--- config.mk ---
export PLATFORM = sky130hd
export DESIGN_NAME = fcc_carriage
export DESIGN_NICKNAME = d
export VERILOG_FILES = /design/src/fcc_pkg.sv /design/src/fcc_carriage.sv
export SDC_FILE = /design/constraint.sdc
export NUM_CORES = 2
export LEC_CHECK = 0
export CORE_ASPECT_RATIO = 0.8
export CORE_MARGIN = 8
export CORE_UTILIZATION = 50
export DETAILED_ROUTE_END_ITERATION = 10
export DONT_BUFFER_PORTS = 1
export PLACE_DENSITY = 0.66
export SYNTH_ARGS = -nofsm -noshare
export SYNTH_HDL_FRONTEND = slang
export SYNTH_SLANG_ARGS = --single-unit
--- constraint.sdc ---
create_clock -name mclk -period 8.9 [get_ports mclk]
set_clock_uncertainty 0.2 [all_clocks]
set_input_delay 0 -clock mclk [delete_from_list [all_inputs] [get_ports mclk]]
set_output_delay 0 -clock mclk [all_outputs]
set_load 0.01 [all_outputs]
--- src/fcc_pkg.sv ---
// Package of constants and types for the forms carriage control block
package fcc_pkg;

  // ----------------------------------------------------------------
  // Sizes and codes
  // ----------------------------------------------------------------
  localparam int unsigned LINE_COUNT      = 180;
  localparam int unsigned ADDR_W          = 8;
  localparam logic [3:0]  STOP_CODE_NONE  = 4'h0;
  localparam logic [3:0]  STOP_CODE_MAX   = 4'hc;
  localparam int unsigned SENSE_BYTES     = 6;
  localparam int unsigned POS_STANDARD    = 132;
  localparam int unsigned POS_EXTENDED    = 150;
  localparam int unsigned MAX_SPACE       = 3;

  // ----------------------------------------------------------------
  // Load byte field positions
  // ----------------------------------------------------------------
  localparam int unsigned LB_LAST_BIT     = 7;
  localparam int unsigned LB_DENS_BIT     = 6;
  localparam int unsigned LB_RSVD_HI      = 5;
  localparam int unsigned LB_RSVD_LO      = 4;
  localparam int unsigned LB_CODE_HI      = 3;

  // ----------------------------------------------------------------
  // Sense byte 0 bit positions
  // ----------------------------------------------------------------
  localparam int unsigned SB_CMD_REJECT   = 0;
  localparam int unsigned SB_LOAD_CHECK   = 1;
  localparam int unsigned SB_PARITY_CHECK = 2;
  localparam int unsigned SB_CODE_MISSING = 3;

  // Reset values
  localparam logic [ADDR_W-1:0] ADDR_RESET = 8'h00;
  localparam logic [7:0]        BYTE_RESET = 8'h00;

  // Host commands
  typedef enum logic [2:0] {
    FCC_OP_SPACE,
    FCC_OP_SKIP,
    FCC_OP_LOAD,
    FCC_OP_CLEAR_SENSE
  } fcc_op_type;

  // Command from the channel
  typedef struct packed {
    fcc_op_type op;
    logic [3:0] arg;   // Line count for space, stop code for skip
  } fcc_cmd_type;

  // One forms buffer entry
  typedef struct packed {
    logic       last_line;
    logic       dens_8lpi;
    logic [3:0] stop_code;
  } fcc_entry_type;

  // Six sense bytes, byte 0 first
  typedef logic [SENSE_BYTES-1:0][7:0] fcc_sense_type;

endpackage

--- src/fcc_carriage.sv ---
// Forms carriage control: forms buffer, line address, space and skip
//----------------------------------------------------------------------
// Contract
// - The forms buffer holds 180 entries, one per print line.
// - Each entry can hold a stop code from 1 to 12.
// - The line address steps once for every line the paper advances.
// - A skip keeps advancing until the current entry has the code.
// - A skip whose code is absent stops when line 1 is seen twice.
// - A last-line flag in an entry ends a form shorter than 180 lines.
// - A flag in the first entry picks six or eight lines per inch.
// - A load with no last-line flag or a bad code raises an error.
// - Six bytes of sense data report the faults.
// - A print buffer parity error is sensed and blocks new space and skip commands; a move already under way runs on.
// - The print line has 132 positions, or 150 as an option.
//----------------------------------------------------------------------
module fcc_carriage #(
  parameter bit EXTENDED_LINE = 1'b0
) (
  // Clock and reset
  input  wire logic                      mclk,
  input  wire logic                      reset,
  // Command port from the channel
  input  wire logic                      cmd_valid,
  input  wire fcc_pkg::fcc_cmd_type      cmd,
  output logic                           cmd_ready,
  // Forms buffer load data
  input  wire logic                      load_valid,
  input  wire logic [7:0]                load_byte,
  input  wire logic                      load_end,
  // Print line buffer status
  input  wire logic                      print_parity_err,
  // Carriage mechanism
  output logic                           advance_req,
  input  wire logic                      advance_done,
  // Status
  output logic [fcc_pkg::ADDR_W-1:0]     line_addr,
  output logic                           dens_8lpi,
  output logic                           motion_inhibit,
  output logic [7:0]                     print_positions,
  output fcc_pkg::fcc_sense_type         sense
);
  import fcc_pkg::*;

  //--------------------------------------------------------------------
  // Declarations
  //--------------------------------------------------------------------
  typedef enum {ST_IDLE, ST_LOAD, ST_MOVE, ST_WAIT} fcc_state_type;

  fcc_state_type         state;
  fcc_entry_type         forms_line_buffer [LINE_COUNT];
  logic [ADDR_W-1:0]     load_ptr;
  logic                  load_saw_last;
  logic                  load_bad;
  logic                  is_skip;
  logic [3:0]            want_code;
  logic [1:0]            lines_left;
  logic [1:0]            line1_seen;
  logic [2:0]            done_sync;
  logic                  done_level;
  logic                  done_pulse;
  logic [ADDR_W-1:0]     next_addr;
  logic                  cmd_reject;
  logic                  load_check;
  logic                  parity_check;
  logic                  code_missing;
  logic                  take_cmd;
  logic                  moving_cmd;

  // Load byte is invalid when reserved bits are set or code is above 12
  function automatic logic byte_bad(input logic [7:0] b);
    return (b[LB_RSVD_HI:LB_RSVD_LO] != 2'h0) ||
           (b[LB_CODE_HI:0] > STOP_CODE_MAX);
  endfunction

  // Entry at an address ends the form
  function automatic logic ends_form(input logic [ADDR_W-1:0] a);
    return forms_line_buffer[a].last_line ||
           (a == ADDR_W'(LINE_COUNT - 1));
  endfunction

  assign take_cmd   = cmd_valid && cmd_ready;
  assign moving_cmd = (cmd.op == FCC_OP_SPACE) || (cmd.op == FCC_OP_SKIP);

  //--------------------------------------------------------------------
  // Carriage done input synchroniser
  //--------------------------------------------------------------------
  // Three stages; the level changes once stages two and three agree
  always_ff @(posedge mclk) begin
    if (reset) begin
      done_sync  <= 3'h0;
      done_level <= 1'b0;
      done_pulse <= 1'b0;
    end else begin
      done_sync  <= {done_sync[1:0], advance_done};
      done_pulse <= 1'b0;
      if (done_sync[2] == done_sync[1]) begin
        done_level <= done_sync[1];
        done_pulse <= done_sync[1] && !done_level;
      end
    end
  end

  // Address after one line, wrapping at the end of the form
  always_comb begin
    next_addr = line_addr + ADDR_W'(1);
    if (ends_form(line_addr)) begin
      next_addr = ADDR_RESET;
    end
  end

  //--------------------------------------------------------------------
  // Sequencer
  //--------------------------------------------------------------------
  // Accepts commands, drives one line at a time, stops skips
  always_ff @(posedge mclk) begin
    if (reset) begin
      state       <= ST_IDLE;
      cmd_ready   <= 1'b0;
      advance_req <= 1'b0;
      line_addr   <= ADDR_RESET;
      is_skip     <= 1'b0;
      want_code   <= STOP_CODE_NONE;
      lines_left  <= 2'h0;
      line1_seen  <= 2'h0;
    end else begin
      advance_req <= 1'b0;
      case (state)
        ST_IDLE: begin
          cmd_ready <= 1'b1;
          if (take_cmd) begin
            if (cmd.op == FCC_OP_LOAD) begin
              cmd_ready <= 1'b0;
              line_addr <= ADDR_RESET;
              state     <= ST_LOAD;
            end else if (moving_cmd && !motion_inhibit &&
                         !(cmd.op == FCC_OP_SKIP &&
                           (cmd.arg == STOP_CODE_NONE ||
                            cmd.arg > STOP_CODE_MAX)) &&
                         !(cmd.op == FCC_OP_SPACE &&
                           (cmd.arg == 4'h0 ||
                            cmd.arg > 4'(MAX_SPACE)))) begin
              cmd_ready   <= 1'b0;
              is_skip     <= (cmd.op == FCC_OP_SKIP);
              want_code   <= cmd.arg;
              lines_left  <= cmd.arg[1:0];
              line1_seen  <= 2'h0;
              state       <= ST_MOVE;
            end
          end
        end
        ST_LOAD: begin
          if (load_end) begin
            state <= ST_IDLE;
          end
        end
        ST_MOVE: begin
          advance_req <= 1'b1;
          state       <= ST_WAIT;
        end
        ST_WAIT: begin
          if (done_pulse) begin
            line_addr <= next_addr;
            if (is_skip) begin
              if (forms_line_buffer[next_addr].stop_code ==
                  want_code) begin
                state <= ST_IDLE;
              end else if (next_addr == ADDR_RESET &&
                           line1_seen == 2'h1) begin
                state <= ST_IDLE;
              end else begin
                if (next_addr == ADDR_RESET) begin
                  line1_seen <= line1_seen + 2'h1;
                end
                state <= ST_MOVE;
              end
            end else if (lines_left == 2'h1) begin
              state <= ST_IDLE;
            end else begin
              lines_left <= lines_left - 2'h1;
              state      <= ST_MOVE;
            end
          end
        end
        default: begin
          state <= ST_IDLE;
        end
      endcase
    end
  end

  //--------------------------------------------------------------------
  // Forms buffer load
  //--------------------------------------------------------------------
  // Bytes beyond the last entry are checked but not stored
  always_ff @(posedge mclk) begin
    if (reset) begin
      load_ptr      <= ADDR_RESET;
      load_saw_last <= 1'b0;
      load_bad      <= 1'b0;
      for (int i = 0; i < LINE_COUNT; i++) begin
        forms_line_buffer[i] <= '0;
      end
    end else if (state == ST_IDLE && take_cmd &&
                 cmd.op == FCC_OP_LOAD) begin
      load_ptr      <= ADDR_RESET;
      load_saw_last <= 1'b0;
      load_bad      <= 1'b0;
    end else if (state == ST_LOAD && load_valid) begin
      if (load_ptr < ADDR_W'(LINE_COUNT)) begin
        forms_line_buffer[load_ptr].last_line <=
          load_byte[LB_LAST_BIT];
        forms_line_buffer[load_ptr].dens_8lpi <=
          load_byte[LB_DENS_BIT];
        forms_line_buffer[load_ptr].stop_code <=
          load_byte[LB_CODE_HI:0];
        load_ptr <= load_ptr + ADDR_W'(1);
      end
      load_saw_last <= load_saw_last || load_byte[LB_LAST_BIT];
      load_bad      <= load_bad || byte_bad(load_byte);
    end
  end

  //--------------------------------------------------------------------
  // Fault flags; a new event wins over a clear in the same cycle
  //--------------------------------------------------------------------
  always_ff @(posedge mclk) begin
    if (reset) begin
      cmd_reject     <= 1'b0;
      load_check     <= 1'b0;
      parity_check   <= 1'b0;
      code_missing   <= 1'b0;
      motion_inhibit <= 1'b0;
    end else begin
      if (take_cmd && cmd.op == FCC_OP_CLEAR_SENSE) begin
        cmd_reject     <= 1'b0;
        load_check     <= 1'b0;
        parity_check   <= 1'b0;
        code_missing   <= 1'b0;
        motion_inhibit <= 1'b0;
      end
      if (take_cmd && moving_cmd && state == ST_IDLE &&
          (motion_inhibit || cmd.arg == 4'h0 ||
           (cmd.op == FCC_OP_SKIP && cmd.arg > STOP_CODE_MAX) ||
           (cmd.op == FCC_OP_SPACE && cmd.arg > 4'(MAX_SPACE)))) begin
        cmd_reject <= 1'b1;
      end
      if (state == ST_LOAD && load_end &&
          (!(load_saw_last || (load_valid && load_byte[LB_LAST_BIT])) ||
           load_bad || (load_valid && byte_bad(load_byte)))) begin
        load_check <= 1'b1;
      end
      if (print_parity_err) begin
        parity_check   <= 1'b1;
        motion_inhibit <= 1'b1;
      end
      if (state == ST_WAIT && done_pulse && is_skip &&
          next_addr == ADDR_RESET && line1_seen == 2'h1 &&
          forms_line_buffer[next_addr].stop_code != want_code) begin
        code_missing <= 1'b1;
      end
    end
  end

  //--------------------------------------------------------------------
  // Status outputs
  //--------------------------------------------------------------------
  always_ff @(posedge mclk) begin
    if (reset) begin
      dens_8lpi       <= 1'b0;
      print_positions <= BYTE_RESET;
      sense           <= '0;
    end else begin
      dens_8lpi       <= forms_line_buffer[0].dens_8lpi;
      print_positions <= EXTENDED_LINE ? 8'(POS_EXTENDED)
                                       : 8'(POS_STANDARD);
      sense           <= '0;
      sense[0][SB_CMD_REJECT]   <= cmd_reject;
      sense[0][SB_LOAD_CHECK]   <= load_check;
      sense[0][SB_PARITY_CHECK] <= parity_check;
      sense[0][SB_CODE_MISSING] <= code_missing;
      sense[1] <= line_addr;
      sense[2] <= {4'h0, want_code};
      sense[3] <= {6'h00, motion_inhibit, state != ST_IDLE};
    end
  end

endmodule

==> flow_summary.ini <==
[floorplanning]
ios = 90
start_util_pct = 50.5
die_x_um = 407
die_y_um = 329
num_rows = 114
die_area_mm2 = 0.134
fp.coreArea_mm2 = 0.121

[power]
total_power_mw = 13.8
power.density_mw_per_mm2 = 199
p_leak_nw = 24.3
peakVddDrop_v = 0.000175

[min_path]
hold_path_end = forms_line_buffer[33][1]
hold_path.class = primary input to flop
hold_start = load_byte[1]
hold-path-cell-count = 2

[synth]
synth_edf_count = 1281
avgSynthCellArea_um2 = 12.5
ys.flop_type = edfxtp_1
synth-seq-area-share_pct = 65.0
yosysTopAreaCellShare_pct = 62.8
yosysWarnings = 0
muxShareOfSynthArea_pct = 5.37
synth_area_leader_cell = edfxtp_1
synth-simple-area-share_pct = 16.7
synthesis.instances = 4907
synth_fa_ha_area_share_pct = 0.143
yosysUniqueCellTypes = 92
synth_top_family_by_area = simple AND/OR/NAND/NOR gates
yosys.area_share.xor_xnor_pct = 0.258
synth_compound_area_share_pct = 9.29
async_flop_share_pct = 0
yosys-top-cells-area = edfxtp_1 (63%), and2_1 (6.7%), mux2i_1 (2.8%)
synth_seq_cells = 1348
netlist_area_mm2 = 0.0612

[critical_path]
crit_fanout = 38
worstSetupEndpointType = flop
ff2ff_setup_slack_ps = 650
start_kind = flop
critPathBufInv = 2
critPathKind = flop to flop
cp_num_cells = 19
reg2reg_depth = 19
crit_chain = mux4_2 -> mux4_2 -> a22o_1 -> a211o_1 -> o31ai_4 -> o211a_2 -> buf_4 -> nand2_1 -> a2111oi_0 -> a31oi_1 -> and4_1 -> nor4_1 -> a221oi_1 -> o21a_1 -> xor2_1 -> nor4_2 -> buf_4 -> or4_1 -> o22ai_1
slowest_delay_ps = 1170
worst_ep_arrival_time_ps = 8740
crit_required_ps = 9390
r2r-end = line1_seen[1]
slowest_stage = nor4_1
critical-path-top-delay-family = compound AO/OA/AOI/OAI gates

[routing]
wire_per_inst_um = 33.1
dr.pass1.iters = 6
vias_per_cell = 6.48
routed-via-count = 45200
drt_iter0_markers = 8148
routed_wl_mm = 231
ant_nets = 0
drc_errors = 0

[sta]
max_freq_mhz = 121
hold_viol = 0
setup_viol = 0
rsz0062_at_grt = no
period_share_pct = 92.7
tightest_slew_ps = 1410
slew_violations = 0
setup_tns_ps = 0
post-route-min-period_ps = 8250
max_slew_margin_pct = 5.17

[cts]
cts.clk_slew.worst_paths_ps = 70
cts_made_buffers = 139
htreeDepth = 4
root_buffer = clkbuf_16
insertion_delay_ps = 800
hold_buffers = 56
clockBufferDepth = 3
cts-resized-gates = 0
clkSinkCount = 1348
cts_tree = done
post_cts_buffers = 0

[place]
portBuffers = 0
dp_hpwl_mm = 150
gp_congestion = 1.04

[global_route]
grt_pass1_wl_mm = 320
grt_usage_pct = 33.5
grt_max_degree = 231
grt_overflow = 0
antenna_found_initial = 20
grt_pass1_vias = 41800

[layout]
final_nets = 5263
drive_above_1_share_pct = 9.36
num-fill-cells = 9878
fin_util_pct = 57.3
area_delta_synth_final_pct = 13.3

[flow_run]
maxCapViolCount = 0

[run_status]
outcome = complete, no violations
==> flip-flops by register name, indices dropped and copies added (netlist names), named ones only <==
signal             count
cmd_ready              1
load_bad               1
load_saw_last          1
print_positions        1
done_sync              3
sense                 17
want_code              4
state                  2
load_ptr               8
dens_8lpi              1
load_check             1
code_missing           1
forms_line_buffer   1281
parity_check           1
line1_seen             2
advance_req            1
done_pulse             1
lines_left             2
done_level             1
line_addr              8
cmd_reject             1
is_skip                1
==> synth_stat cells, types with 14 or more instances <==
master       n
a32oi_1     17
and3_1     147
nand4_1     19
nand3_1    113
o22ai_1     41
a221o_1     18
a221oi_1    75
buf_4       52
a31oi_1     38
dfxtp_1     67
nor2b_1     50
o21ai_0    224
mux2i_1    171
or3_1       21
a22oi_1     37
edfxtp_1  1281
nor3_1      62
and2_1     653
mux4_2      56
mux2_2      28
inv_1       17
a211oi_1    48
buf_1       24
clkbuf_1   306
nor4_1      14
o211ai_1    30
nor2_1     404
nand2_1    443
a21oi_1    141
o31ai_1     18
buf_2       46
==> power breakdown <==
| part | total, mW | switching [mW] | internal, mW | leakage [nW] |
|---|---|---|---|---|
| clock network | 5.77 | 2.57 | 3.20 | 2.11 |
| logic | 0.568 | 0.433 | 0.135 | 9.33 |
| registers | 7.44 | 0.137 | 7.30 | 12.9 |
==> through the flow <==
step	area (µm²)	hold WS (ps)	worst slack (ps)	cells
after floorplan	62800	-121	3710	5322
after global placement	64300	-124	1110	6661
after detailed placement	64300	-122	1020	6661
after CTS	69400	15.6	1010	6965
after global routing	69400	56.2	752	6965
final	69400	124	647	6973
==> logic make-up after synthesis <==
| logic type | Yosys count |
|---|---|
| other cells | 1 |
| xor+xnor | 18 |
| simple gates | 1986 |
| buf+inv | 451 |
| fa+ha+maj | 7 |
| flops | 1348 |
| compound gates | 841 |
| mux | 255 |
==> worst max-delay path by stage <==
stage / slack, ps / endpoint / startpoint
after floorplan: 3710 / line1_seen[1] / flop
after global placement: 1110 / line1_seen[1] / flop
after detailed placement: 1020 / line1_seen[1] / flop
after CTS: 1010 / line1_seen[1] / flop
after global routing: 750 / line1_seen[1] / flop
final: 650 / line1_seen[1] / flop
==> layout make-up <==
class | count | area, µm² | share of cell area [%]
Clock inverter | 66 | 633 | 0.913
Antenna cell | 8 | 20.0 | 0.0289
Sequential cell | 1348 | 39800 | 57.4
Timing Repair Buffer | 204 | 1880 | 2.71
Inverter | 18 | 77.6 | 0.112
Clock buffer | 182 | 3750 | 5.41
Tap cell | 1624 | 2030 | 2.93
Multi-Input combinational cell | 3523 | 21200 | 30.5
==> cell usage in the layout (no fill, tap or decap), types with 10 or more instances in the layout <==
cell / instances
dfxtp_1: 63
and3_1: 147
nand3_1: 110
a211o_1: 13
o31ai_1: 18
nor4_1: 12
a211oi_1: 47
o211ai_1: 30
edfxtp_1: 1281
a21oi_1: 140
buf_4: 140
o221ai_1: 13
nand4_1: 19
nor2b_1: 50
clkbuf_1: 36
nand2_1: 440
nor3_1: 58
mux4_2: 56
conb_1: 416
a221oi_1: 75
a32oi_1: 16
clkinv_1: 20
clkinv_2: 16
and2_1: 653
o22ai_1: 41
a31oi_1: 38
dlygate4sd3_1: 49
mux2_2: 28
buf_12: 10
o21ai_0: 224
or3_1: 21
a2111oi_0: 11
clkbuf_16: 143
mux2i_1: 171
a221o_1: 18
inv_1: 16
a22oi_1: 37
nor2_1: 396
==> metal layers <==
metal  global-route usage [%]  share of wire, %
met3                     13.2                17
met2                     45.1                39
met4                     16.7               5.9
met1                     46.7                38
met5                        0             0.034
==> worst reg2reg max path, stage by stage (launching register included) <==
cell	delay, ps
dfxtp_4	930
mux4_2	630
mux4_2	520
a22o_1	370
a211o_1	320
o31ai_4	320
o211a_2	630
buf_4	410
nand2_1	140
a2111oi_0	760
a31oi_1	70
and4_1	220
nor4_1	1170
a221oi_1	130
o21a_1	200
xor2_1	150
nor4_2	540
buf_4	250
or4_1	130
o22ai_1	80
Power figures use the tool's default switching activity.
